[src/rtl/phy_page_pkg.sv]
// Constants for the paged management register bank of a dual-port transceiver.
// Assumes an APB master in the pclk domain and per-port event pulses synchronous to pclk.
// Contract
// - Page select is 16 bits, read/write, resets zero; zero selects main space.
// - Page values one to four steer registers 16-30 to that extended space.
// - Page value sixteen steers registers 0-30 to the general I/O space.
// - Registers 0-15 ignore extended pages and stay in the standard space.
// - Extended page 1 map: 16, 18, 19 here; 17, 21-22, 24-28 reserved.
// - Transmit remote fault field, read/write, resets 00, drives the sent code.
// - Read-only field shows remote fault bits received from the link partner.
// - Permission bit, default one, allows 1000BASE-X link-up; zero suppresses it.
// - Permission bit, default one, allows 100BASE-FX link-up; zero suppresses it.
// - Far-end fault flag sets on detection and clears itself when read.
// - Counter top bit shows a packet arrived since last read; read clears it.
// - Good-CRC count modulo ten thousand, wraps after 9999, clears on read.
// - Four per-LED bits, reset zero, switch each LED to the extended mode set.
// - After low-power hold release LEDs blink unless blink-suppress is one.
// - Fast link failure bit from port 0 only drives the pin; else general I/O.
// - Crossover field: 00 automatic, 01 reserved, 10 forced MDI, 11 forced MDI-X.
// - Polarity bit one makes signal detect active-low; zero active-high.

package phy_page_pkg;

	// ==========================================================
	// Ports and address layout
	localparam int          NUM_PORTS      = 2;
	localparam int          REG_NUM_LSB    = 2;
	localparam int          PORT_BIT       = 7;
	localparam int          IRQ_BIT        = 8;
	localparam logic [11:0] IRQ_STATUS_ADDR = 12'h100;
	localparam logic [11:0] IRQ_MASK_ADDR   = 12'h104;

	// ==========================================================
	// Register indices (byte address is four times the index)
	localparam logic [4:0] FIBER_MEDIA_CONTROL_IDX     = 5'h10;
	localparam logic [4:0] GOOD_CRC_PACKET_COUNTER_IDX = 5'h12;
	localparam logic [4:0] EXTENDED_MODE_CONTROL_IDX   = 5'h13;
	localparam logic [4:0] REGISTER_PAGE_SELECT_IDX    = 5'h1F;
	localparam logic [4:0] PAGED_FIRST_IDX             = 5'h10;

	// ==========================================================
	// Page values and resolved spaces
	localparam logic [15:0] PAGE_MAIN  = 16'h0000;
	localparam logic [15:0] PAGE_EXT1  = 16'h0001;
	localparam logic [15:0] PAGE_EXT4  = 16'h0004;
	localparam logic [15:0] PAGE_GPIO  = 16'h0010;
	localparam logic [2:0]  SPACE_STD  = 3'h0;
	localparam logic [2:0]  SPACE_MAIN = 3'h5;
	localparam logic [2:0]  SPACE_GPIO = 3'h6;
	localparam logic [2:0]  SPACE_NONE = 3'h7;

	// ==========================================================
	// Field positions
	localparam int TX_RF_LSB      = 14;
	localparam int PARTNER_RF_LSB = 12;
	localparam int ALLOW_1000X    = 9;
	localparam int ALLOW_100FX    = 8;
	localparam int FAR_END_FAULT  = 6;
	localparam int PKT_SINCE_READ = 15;
	localparam int LED_EXT_LSB    = 12;
	localparam int BLINK_SUPPRESS = 11;
	localparam int FAST_LINK_FAIL = 4;
	localparam int XOVER_LSB      = 2;
	localparam int DETECT_POL     = 0;

	// ==========================================================
	// Reset values and counts
	localparam logic [15:0] PAGE_RESET    = 16'h0000;
	localparam logic [1:0]  TX_RF_RESET   = 2'h0;
	localparam logic        ALLOW_RESET   = 1'b1;
	localparam logic [3:0]  LED_EXT_RESET = 4'h0;
	localparam logic [1:0]  XOVER_RESET   = 2'h0;
	localparam logic [13:0] CRC_COUNT_MAX = 14'h270F;
	localparam logic [13:0] CRC_COUNT_ONE = 14'h0001;

endpackage

[src/rtl/phy_page_select_regs.sv]
// Paged management register bank for two transceiver ports behind an APB slave.
// Assumes event and pin inputs are synchronous to pclk; one wait state per transfer.
//
// Our own choice: the APB slave port.
`timescale 1ns/1ns
`default_nettype none

module phy_page_select_regs (
	input  wire logic                                          pclk,
	input  wire logic                                          presetn,
	input  wire logic                                          psel,
	input  wire logic                                          penable,
	input  wire logic                                          pwrite,
	input  wire logic [11:0]                                   paddr,
	input  wire logic [31:0]                                   pwdata,
	output logic      [31:0]                                   prdata,
	output logic                                               pready,
	output logic                                               pslverr,
	input  wire logic [phy_page_pkg::NUM_PORTS-1:0][1:0]       link_partner_remote_fault,
	input  wire logic [phy_page_pkg::NUM_PORTS-1:0]            far_end_fault_detect,
	input  wire logic [phy_page_pkg::NUM_PORTS-1:0]            good_crc_packet,
	input  wire logic [phy_page_pkg::NUM_PORTS-1:0][1:0]       signal_detect_input,
	input  wire logic                                          low_power_hold_pin,
	output logic      [phy_page_pkg::NUM_PORTS-1:0][1:0]       tx_remote_fault,
	output logic      [phy_page_pkg::NUM_PORTS-1:0]            allow_1000x_linkup,
	output logic      [phy_page_pkg::NUM_PORTS-1:0]            allow_100fx_linkup,
	output logic      [phy_page_pkg::NUM_PORTS-1:0][3:0]       led_extended_mode,
	output logic      [phy_page_pkg::NUM_PORTS-1:0]            led_reset_blink,
	output logic      [phy_page_pkg::NUM_PORTS-1:0][1:0]       crossover_mode,
	output logic      [phy_page_pkg::NUM_PORTS-1:0][1:0]       signal_detect,
	output logic                                               fast_link_fail_pin_en,
	output logic      [2:0]                                    last_access_space,
	output logic      [4:0]                                    last_access_reg,
	output logic                                               irq
);
	import phy_page_pkg::*;

	localparam int NP = NUM_PORTS;

	// ==========================================================
	// Space decode
	function automatic logic [2:0] resolve_space(input logic [15:0] page, input logic [4:0] rnum);
		logic [2:0] sp;
		// Pages 5-15 and 17 up reach nothing in registers 16-30
		sp = SPACE_NONE;
		if (page == PAGE_GPIO) begin
			sp = SPACE_GPIO;
		end else if (rnum < PAGED_FIRST_IDX) begin
			sp = SPACE_STD;
		end else if (page == PAGE_MAIN) begin
			sp = SPACE_MAIN;
		end else if (page >= PAGE_EXT1 && page <= PAGE_EXT4) begin
			sp = page[2:0];
		end
		return sp;
	endfunction

	// ==========================================================
	// State
	logic [NP-1:0][15:0] page_reg,       page_next;
	logic [NP-1:0][1:0]  tx_rf_reg,      tx_rf_next;
	logic [NP-1:0]       allow_x_reg,    allow_x_next;
	logic [NP-1:0]       allow_fx_reg,   allow_fx_next;
	logic [NP-1:0]       fef_reg,        fef_next;
	logic [NP-1:0]       pkt_reg,        pkt_next;
	logic [NP-1:0][13:0] cnt_reg,        cnt_next;
	logic [NP-1:0][3:0]  led_ext_reg,    led_ext_next;
	logic [NP-1:0]       blink_sup_reg,  blink_sup_next;
	logic                flf_reg,        flf_next;
	logic [NP-1:0][1:0]  xover_reg,      xover_next;
	logic [NP-1:0]       pol_reg,        pol_next;
	logic [NP-1:0][1:0]  det_reg,        det_next;
	logic [NP-1:0]       blink_reg,      blink_next;
	logic                hold_reg,       hold_next;

	// Interrupt and bus state
	logic [2*NP-1:0]     status_reg,     status_next;
	logic [2*NP-1:0]     mask_reg,       mask_next;
	logic                irq_reg,        irq_next;
	logic [31:0]         rdata_reg,      rdata_next;
	logic                ready_reg,      ready_next;
	logic                err_reg,        err_next;
	logic [2:0]          space_reg,      space_next;
	logic [4:0]          rnum_reg,       rnum_next;

	// ==========================================================
	// Next-state logic
	always_comb begin
		logic        access;
		logic        port;
		logic [4:0]  rnum;
		logic [2:0]  space;
		logic [15:0] rd;
		logic [15:0] wd;
		logic        wr;
		logic        rd_clr;

		page_next      = page_reg;
		tx_rf_next     = tx_rf_reg;
		allow_x_next   = allow_x_reg;
		allow_fx_next  = allow_fx_reg;
		fef_next       = fef_reg;
		pkt_next       = pkt_reg;
		cnt_next       = cnt_reg;
		led_ext_next   = led_ext_reg;
		blink_sup_next = blink_sup_reg;
		flf_next       = flf_reg;
		xover_next     = xover_reg;
		pol_next       = pol_reg;
		status_next    = status_reg;
		mask_next      = mask_reg;
		rdata_next     = rdata_reg;
		// Error lives only in the pready cycle, so pslverr needs no gate
		err_next       = 1'b0;
		space_next     = space_reg;
		rnum_next      = rnum_reg;
		// Pin level of the last cycle, for the release edge
		hold_next      = low_power_hold_pin;
		rd             = 16'h0000;
		wd             = pwdata[15:0];
		rd_clr         = 1'b0;

		// Work is done in the first access cycle; pready follows one cycle later
		access     = psel && penable && !ready_reg;
		ready_next = access;
		// Bit 7 picks the port, bits 6:2 the register
		port       = paddr[PORT_BIT];
		rnum       = paddr[REG_NUM_LSB +: 5];
		wr         = access && pwrite && !paddr[IRQ_BIT];
		space      = resolve_space(page_reg[port], rnum);

		if (rnum == REGISTER_PAGE_SELECT_IDX) begin
			rd = page_reg[port];
		end else if (space == PAGE_EXT1[2:0]) begin
			case (rnum)
				FIBER_MEDIA_CONTROL_IDX: begin
					rd[TX_RF_LSB +: 2]  = tx_rf_reg[port];
					rd[PARTNER_RF_LSB +: 2] = link_partner_remote_fault[port];
					rd[ALLOW_1000X]     = allow_x_reg[port];
					rd[ALLOW_100FX]     = allow_fx_reg[port];
					rd[FAR_END_FAULT]   = fef_reg[port];
				end
				GOOD_CRC_PACKET_COUNTER_IDX: begin
					rd[PKT_SINCE_READ]  = pkt_reg[port];
					rd[13:0]            = cnt_reg[port];
				end
				EXTENDED_MODE_CONTROL_IDX: begin
					rd[LED_EXT_LSB +: 4] = led_ext_reg[port];
					rd[BLINK_SUPPRESS]   = blink_sup_reg[port];
					// One fast link pin serves both ports; port 1 reads zero
					rd[FAST_LINK_FAIL]   = port ? 1'b0 : flf_reg;
					rd[XOVER_LSB +: 2]   = xover_reg[port];
					rd[DETECT_POL]       = pol_reg[port];
				end
				default: begin
					rd = 16'h0000;
				end
			endcase
		end

		if (access) begin
			rnum_next = rnum;
			if (paddr[IRQ_BIT]) begin
				space_next = SPACE_NONE;
				err_next   = (paddr != IRQ_STATUS_ADDR) && (paddr != IRQ_MASK_ADDR);
				rdata_next = 32'h0000_0000;
				if (paddr == IRQ_STATUS_ADDR) begin
					rdata_next[2*NP-1:0] = status_reg;
				end else if (paddr == IRQ_MASK_ADDR) begin
					rdata_next[2*NP-1:0] = mask_reg;
				end
				// Write one to clear; events of this cycle still set below
				if (pwrite && paddr == IRQ_STATUS_ADDR) begin
					status_next = status_reg & ~pwdata[2*NP-1:0];
				end
				if (pwrite && paddr == IRQ_MASK_ADDR) begin
					mask_next = pwdata[2*NP-1:0];
				end
			end else begin
				err_next   = 1'b0;
				// Page select register always sits in the main space
				space_next = (rnum == REGISTER_PAGE_SELECT_IDX) ? SPACE_MAIN : space;
				rdata_next = {16'h0000, rd};
				// Only reads clear the self-clearing bits
				rd_clr     = !pwrite;
			end
		end

		if (wr && rnum == REGISTER_PAGE_SELECT_IDX) begin
			page_next[port] = wd;
		end
		if (wr && space == PAGE_EXT1[2:0]) begin
			case (rnum)
				FIBER_MEDIA_CONTROL_IDX: begin
					tx_rf_next[port]    = wd[TX_RF_LSB +: 2];
					allow_x_next[port]  = wd[ALLOW_1000X];
					allow_fx_next[port] = wd[ALLOW_100FX];
				end
				EXTENDED_MODE_CONTROL_IDX: begin
					led_ext_next[port]   = wd[LED_EXT_LSB +: 4];
					blink_sup_next[port] = wd[BLINK_SUPPRESS];
					if (!port) begin
						flf_next = wd[FAST_LINK_FAIL];
					end
					xover_next[port]     = wd[XOVER_LSB +: 2];
					pol_next[port]       = wd[DETECT_POL];
				end
				default: begin
					wr = 1'b0;
				end
			endcase
		end

		for (int p = 0; p < NP; p++) begin
			if (rd_clr && port == p[0] && space == PAGE_EXT1[2:0]
				&& rnum == FIBER_MEDIA_CONTROL_IDX) begin
				fef_next[p] = 1'b0;
			end
			if (rd_clr && port == p[0] && space == PAGE_EXT1[2:0]
				&& rnum == GOOD_CRC_PACKET_COUNTER_IDX) begin
				pkt_next[p] = 1'b0;
				cnt_next[p] = 14'h0000;
			end
			// Event in the clearing cycle wins over the clear
			// fault sets flag
			if (far_end_fault_detect[p]) begin
				fef_next[p]      = 1'b1;
				status_next[2*p] = 1'b1;
			end
			if (good_crc_packet[p]) begin
				pkt_next[p]        = 1'b1;
				status_next[2*p+1] = 1'b1;
				// modulo wrap
				// Counts from the cleared value, so read and packet together leave one
				if (cnt_next[p] == CRC_COUNT_MAX) begin
					cnt_next[p] = 14'h0000;
				end else begin
					cnt_next[p] = cnt_next[p] + CRC_COUNT_ONE;
				end
			end
			det_next[p]    = pol_reg[p] ? ~signal_detect_input[p] : signal_detect_input[p];
			// Hold resets low, so a pin held low through reset gives no pulse
			// blink on release
			blink_next[p]  = hold_reg && !low_power_hold_pin && !blink_sup_reg[p];
		end

		// Status bits set in this cycle already count toward the interrupt
		irq_next = |(status_next & mask_next);
	end

	// ==========================================================
	// Registers
	always_ff @(posedge pclk or negedge presetn) begin
		if (!presetn) begin
			page_reg      <= {NP{PAGE_RESET}};
			tx_rf_reg     <= {NP{TX_RF_RESET}};
			allow_x_reg   <= {NP{ALLOW_RESET}};
			allow_fx_reg  <= {NP{ALLOW_RESET}};
			fef_reg       <= '0;
			pkt_reg       <= '0;
			cnt_reg       <= '0;
			led_ext_reg   <= {NP{LED_EXT_RESET}};
			blink_sup_reg <= '0;
			flf_reg       <= 1'b0;
			xover_reg     <= {NP{XOVER_RESET}};
			pol_reg       <= '0;
			det_reg       <= '0;
			blink_reg     <= '0;
			hold_reg      <= 1'b0;
			status_reg    <= '0;
			mask_reg      <= '0;
			irq_reg       <= 1'b0;
			rdata_reg     <= 32'h0000_0000;
			ready_reg     <= 1'b0;
			err_reg       <= 1'b0;
			space_reg     <= SPACE_MAIN;
			rnum_reg      <= 5'h00;
		end else begin
			page_reg      <= page_next;
			tx_rf_reg     <= tx_rf_next;
			allow_x_reg   <= allow_x_next;
			allow_fx_reg  <= allow_fx_next;
			fef_reg       <= fef_next;
			pkt_reg       <= pkt_next;
			cnt_reg       <= cnt_next;
			led_ext_reg   <= led_ext_next;
			blink_sup_reg <= blink_sup_next;
			flf_reg       <= flf_next;
			xover_reg     <= xover_next;
			pol_reg       <= pol_next;
			det_reg       <= det_next;
			blink_reg     <= blink_next;
			hold_reg      <= hold_next;
			status_reg    <= status_next;
			mask_reg      <= mask_next;
			irq_reg       <= irq_next;
			rdata_reg     <= rdata_next;
			ready_reg     <= ready_next;
			err_reg       <= err_next;
			space_reg     <= space_next;
			rnum_reg      <= rnum_next;
		end
	end

	// ==========================================================
	// Outputs, all straight from flip-flops
	assign prdata                = rdata_reg;
	assign pready                = ready_reg;
	assign pslverr               = err_reg;
	assign tx_remote_fault       = tx_rf_reg;
	assign allow_1000x_linkup    = allow_x_reg;
	assign allow_100fx_linkup    = allow_fx_reg;
	assign led_extended_mode     = led_ext_reg;
	assign led_reset_blink       = blink_reg;
	assign crossover_mode        = xover_reg;
	assign signal_detect         = det_reg;
	assign fast_link_fail_pin_en = flf_reg;
	assign last_access_space     = space_reg;
	assign last_access_reg       = rnum_reg;
	assign irq                   = irq_reg;

endmodule

`default_nettype wire

[config.mk]
export PLATFORM = sky130hd
export DESIGN_NAME = phy_page_select_regs
export DESIGN_NICKNAME = d
export VERILOG_FILES = /design/src/rtl/phy_page_pkg.sv /design/src/rtl/phy_page_select_regs.sv
export SDC_FILE = /design/constraint.sdc
export NUM_CORES = 1
export LEC_CHECK = 0
export BUFFER_PORTS_ARGS = -buffer_cell sky130_fd_sc_hd__buf_2
export CAP_MARGIN = 30
export CORE_ASPECT_RATIO = 2
export CORE_UTILIZATION = 50
export DETAILED_ROUTE_END_ITERATION = 12
export GPL_TIMING_DRIVEN = 0
export PLACE_DENSITY_LB_ADDON = 0.08
export SLEW_MARGIN = 20
export SYNTH_ARGS = -nofsm -noshare
export SYNTH_HDL_FRONTEND = slang
export SYNTH_SLANG_ARGS = --single-unit
export TNS_END_PERCENT = 30
[constraint.sdc]
create_clock -name pclk -period 2.9 [get_ports pclk]
set_input_delay 0 -clock pclk [delete_from_list [all_inputs] [get_ports pclk]]
set_output_delay 0 -clock pclk [all_outputs]
set_load 0.03 [all_outputs]
==> results of run 1 <==
through the flow:
step | setup slack, ps | instances
final | -235 | 1025
after global routing | -350 | 1025
after CTS | -187 | 1017
after detailed placement | -545 | 933
after global placement | -617 | 930
after floorplan | -75.9 | 679
final timing paths:
check / start / cells after the start / end / slack (ps)
max: page_reg[15] / 14 / cnt_reg[9] / -230
min in group asynchronous: presetn / 2 / signal_detect[0] / 100
min reg2reg: last_access_reg[3] / 2 / last_access_reg[3] / 480
max in group asynchronous: presetn / 3 / allow_1000x_linkup[0] / 2010
max reg2reg: page_reg[15] / 14 / cnt_reg[9] / -230
min: paddr[0] / 4 / pslverr / 90
power breakdown:
part | switching (W) | leakage (nW) | internal, W
logic | 0.000529 | 2.36 | 0.000349
clock network | 0.000922 | 0.265 | 0.00121
registers | 0.000152 | 1.70 | 0.00196
synthesized netlist by cell type, drive strengths merged (7+ instances only):
cell / number
nor3: 12
a21oi: 38
o21ai: 43
buf: 29
clkbuf: 18
nor4: 12
nand4: 11
nand3: 22
mux2: 73
nor2: 54
xor2: 12
o22ai: 11
inv: 13
a21o: 7
dfrtp: 125
mux2i: 33
nand2: 47
logic make-up (layout without fill, tap and decap cells):
family / count (synthesis) / after routing / share of synthesized area (%)
XOR/XNOR: 14 / 14 / 1.78
other: 1 / 16 / 0.0544
adder cells (fa/ha/maj): 2 / 2 / 0.363
buffers and inverters: 60 / 251 / 4.34
multiplexers: 107 / 107 / 17.0
flip-flops: 131 / 131 / 47.7
AND/OR/NAND/NOR: 213 / 213 / 16.6
AO/OA/AOI/OAI: 136 / 136 / 12.2
repair_timing:
item / 4_1_cts / 5_1_grt
pin swaps: 27 / 22
endpoints found under the setup margin: 65 / 51
setup buffers: 24 / 8
resized for setup: 46 / 14
hold endpoints to repair: 196 / 0
hold buffers: 28 / 0
metal layers:
metal / vias up / routed length (um) / track usage (%)
li1: 2800 / - / -
met1: 3041 / 8200 / 35.4
met2: 248 / 12200 / 59.4
met3: 69 / 887 / 4.75
met4: 0 / 1310 / 19.6
met5: - / 0 / 0
final cells by class:
cell class | instances | area [um2]
Fill cell | 1113 | 4330
Multi-Input combinational cell | 488 | 3690
Sequential cell | 131 | 3290
Timing Repair Buffer | 160 | 1060
Clock buffer | 18 | 429
Buffer | 46 | 255
Tap cell | 155 | 194
Clock inverter | 14 | 143
Inverter | 13 | 48.8
worst max-delay path: cells and delay by family, from the launching register on:
kind,cells,cell delay [ps]
buffers and inverters,2,190
DFF,1,400
AOI/OAI and AO/OA,4,490
and+or+nand+nor,7,1800
adders and majority gates,1,160
==> impl_metrics.yaml, run 1 <==
routing:
  drc: 0
  wl_per_cell_um: 22.0
  firstDrtPassIters: 6
  drt_iter0_markers: 451
  via_per_inst: 6.01
  wirelength_um: 22600
  ant_nets: 0
  vias: 6158
logic_synthesis:
  synthTopCellsByArea: "dfrtp_1 45%, mux2_2 8.5%, mux2i_1 4.8%, mux2_1 3.4%, o21ai_0 3.0%"
  synth_area_um2: 6900
  yosysWarnings: 0
  synth-edff-count: 0
  syn_area_per_cell_um2: 10.4
  netlist_instances: 664
  yosys.area.top_type: "dfrtp_1"
  synth_top_area_share_pct: 45.4
  synthFlopType: "dfrtp_1"
  ys_seq_elements: 131
  synthArstFlopShare_pct: 100
  ys_seq_area_share_pct: 47.7
  ys_types: 68
cells_and_area:
  fin_area_um2: 9100
  syn2layout_area_growth_pct: 32.0
  final_common_cell: "dfrtp_1"
  drive_gt1_share_pct: 35.2
  layout_common_cells: "124 x dfrtp_1, 102 x buf_2, 51 x mux2_2"
  diodes: 0
  final_util_pct: 67.7
  nNetsFinal: 921
  largest_reg_flops: 32
clock_tree:
  clk_latency_ps: 420
  cts_buffers: 17
  cts.path.max_buffers: 2
  cts_tree: "built"
  cts.sinks: 131
  root_buffer: "clkbuf_16"
  htreeDepth: 4
  clk_pin_slew_ps: 60
sta:
  fin_skew_ps: 13.4
  max_freq_mhz: 319
  slew_headroom_pct: 28.3
  min_period_ps: 3130
  rsz0062_at_grt: "yes"
  worst_pin_slew_ps: 1070
  hold_violations: 0
  fin_crit_sh_pct: 108
  slew_violations: 0
  fin_hold_ws_ps: 89.0
  fin_setup_tns_ps: -1600
  setup_violations: 9
  finalWorstSetupSlack_ps: -235
global_route:
  grt_pass1_vias: 6302
  overflow: 0
  grt_max_degree: 70
  antenna_found_initial: 0
  grt_first_pass_wirelength_um: 34700
  track_usage_pct: 32.7
run:
  maxCapViolations: 0
floorplanning:
  ioPinCount: 132
  die-height_um: 168
  dieArea_um2: 14300
  num_rows: 60
  chipWidth_um: 85.0
  core_um2: 13400
  start_util_pct: 51.3
outcome:
  status: "finished with violations"
  violations: "setup timing"
place:
  globalplace.congestion: 0.933
  dpl.hpwl_um: 16300
  place_area_um2: 7770
  portBuffers: 96
power_and_ir_drop:
  power_w: 0.00512
  leakagePower_nw: 4.32
  power_density_nw_per_um2: 562
  ir_drop_uv: 405
setup_path:
  max_stage_delay_ps: 550
  critPathMaxFanout: 4
  path_cells: "or4_4, o22ai_4, o21ai_2, buf_6, or4_4, o21ai_4, inv_2, ha_4, nand4_1, nor4_4, nand2b_4, nor3b_2, a21oi_1, nor2_1"
  critPathArrivalTime_ps: 3470
  cp_common_cell: "or4_4"
  critical_path_class: "reg2reg"
  critPathCaptureType: "flip-flop"
  cp-start-kind: "flip-flop"
  cp_slowest_cell: "or4_4"
  required_ps: 3240
hold_path:
  hold_path.class: "in2reg"
(Power assumes the default switching activity.)
==> inputs of run 2 (changes only) <==
==> constraint.sdc (replaced) <==
create_clock -name pclk -period 2.5 [get_ports pclk]
set_input_delay 0 -clock pclk [delete_from_list [all_inputs] [get_ports pclk]]
set_output_delay 0 -clock pclk [all_outputs]
set_load 0.03 [all_outputs]
==> impl_metrics.yaml, run 2 (synthesis gave the netlist of run 1 again) <==
sta:
  finalWorstSetupSlack_ps: -591
  slew_violations: 0
  fin_crit_sh_pct: 124
  hold_violations: 0
  rsz0062_at_grt: "yes"
  fin_hold_ws_ps: 73.7
  min_period_ps: 3090
  worst_pin_slew_ps: 1010
  setup_violations: 47
  fin_skew_ps: 13.3
  slew_headroom_pct: 33.0
  max_freq_mhz: 324
power_and_ir_drop:
  power_frac_clock_pct: 42.2
  power.share.switching_pct: 30.4
  p_seq_share_pct: 40.5
  power_density_nw_per_um2: 652
  netSwitchingPower_w: 0.00184
  combPwrFrac_pct: 17.3
  ir_drop_uv: 452
  leakagePower_nw: 4.36
  intPower_w: 0.00422
clock_tree:
  clk_pin_slew_ps: 60
  cts_tree: "built"
  clk_latency_ps: 420
  root_buffer: "clkbuf_16"
  htreeDepth: 4
  cts.sinks: 131
  cts.path.max_buffers: 2
  cts_buffers: 17
global_route:
  grt_pass1_vias: 6304
  antenna_found_initial: 0
  grt_first_pass_wirelength_um: 34500
  grt_max_degree: 74
  track_usage_pct: 32.4
  overflow: 0
place:
  dp_slack_ps: -944
  place_area_um2: 7790
  dpl.hpwl_um: 16600
  globalplace.congestion: 0.927
  portBuffers: 96
outcome:
  violations: "setup timing"
  status: "finished with violations"
cells_and_area:
  diodes: 0
  layout_common_cells: "124 x dfrtp_1, 99 x buf_2, 51 x mux2_2"
  syn2layout_area_growth_pct: 34.9
  multi_input_area_um2: 3820
  seqCellArea_um2: 3290
  final_util_pct: 69.2
  fillers: 1083
  drive_gt1_share_pct: 38.2
  nNetsFinal: 921
  fin_area_um2: 9300
  largest_reg_flops: 32
  final_common_cell: "dfrtp_1"
floorplanning:
  die-height_um: 168
  chipWidth_um: 85.0
  start_util_pct: 51.3
  ioPinCount: 132
  dieArea_um2: 14300
  core_um2: 13400
  num_rows: 60
routing:
  drc: 0
  firstDrtPassIters: 5
  via_per_inst: 6.02
  ant_nets: 0
  drt_iter0_markers: 331
  wl_per_cell_um: 22.1
  vias: 6170
  wirelength_um: 22600
setup_path:
  critPathMaxFanout: 3
  critical_path_class: "reg2reg"
  critPathCaptureType: "flip-flop"
  cp-start-kind: "flip-flop"
  required_ps: 2800
  startpoint: "page_reg[14]"
  critPathArrivalTime_ps: 3390
  r2r-start: "page_reg[14]"
run:
  maxCapViolations: 0
hold_path:
  hp-start: "pwrite"
  hold_path.class: "in2reg"
[run 2: area by class of cell]
class,instances,area share (%)
flip-flops and latches,131,35.3
repair buffers,159,11.5
clock inverters,14,1.76
inverters,13,0.525
plain buffers,47,3.00
clock buffers,18,4.72
multi-input cells,488,41.1
well taps,155,2.09
[run 2: timing repair]
action                                  CTS  global route
hold buffers                             27             0
endpoints found under the hold margin   202             0
resized for setup                        60            35
pin swaps                                37            30
endpoints found under the setup margin   98            90
buffers inserted                         23             9
[run 2: final timing paths]
check | to | slack, ps | cells after the start
max in group asynchronous | allow_100fx_linkup[0] | 1630 | 3
min | fef_reg[1] | 70 | 4
min reg2reg | last_access_reg[0] | 480 | 2
max | cnt_reg[6] | -590 | 12
min in group asynchronous | signal_detect[2] | 90 | 2
max reg2reg | cnt_reg[6] | -590 | 12
[run 2: worst max-delay path, cell delays in order (launching register included)]
cell and delay [ps]:
dfrtp_1 390, or4_4 550, o22ai_4 200, o21ai_2 100
buf_6 130, or4_4 460, o21ai_4 190, inv_2 60
ha_4 160, nand4_1 200, buf_4 170, a211oi_2 40
mux2_4 330
[run 2: metal layers]
metal / vias up / part of all wire (%) / routed length [um] / global-route usage [%]
li1: 2800 / - / - / -
met1: 3108 / 36 / 8190 / 33.8
met2: 206 / 55 / 12500 / 60.0
met3: 56 / 4.0 / 906 / 5.49
met4: 0 / 4.6 / 1040 / 18.5
met5: - / 0 / 0 / 0
[run 2: power by group through the flow]
stage	logic [W]	clock network (W)	registers (W)
CTS	0.000998	0.00258	0.00244
floorplan	0.000485	0	0.00253
finish	0.00105	0.00256	0.00245
global placement	0.000861	0	0.00247
global route	0.00113	0.00266	0.00247
detailed placement	0.000894	0	0.00248
[run 2: through the flow]
step           power [W]  cells  TNS [ps]
2_1_floorplan    0.00302    679     -7520
3_3_place_gp     0.00333    930    -77060
3_5_place_dp     0.00337    932    -47700
4_1_cts          0.00602   1014    -19970
5_1_grt          0.00626   1025    -19640
6_report         0.00606   1025    -14660
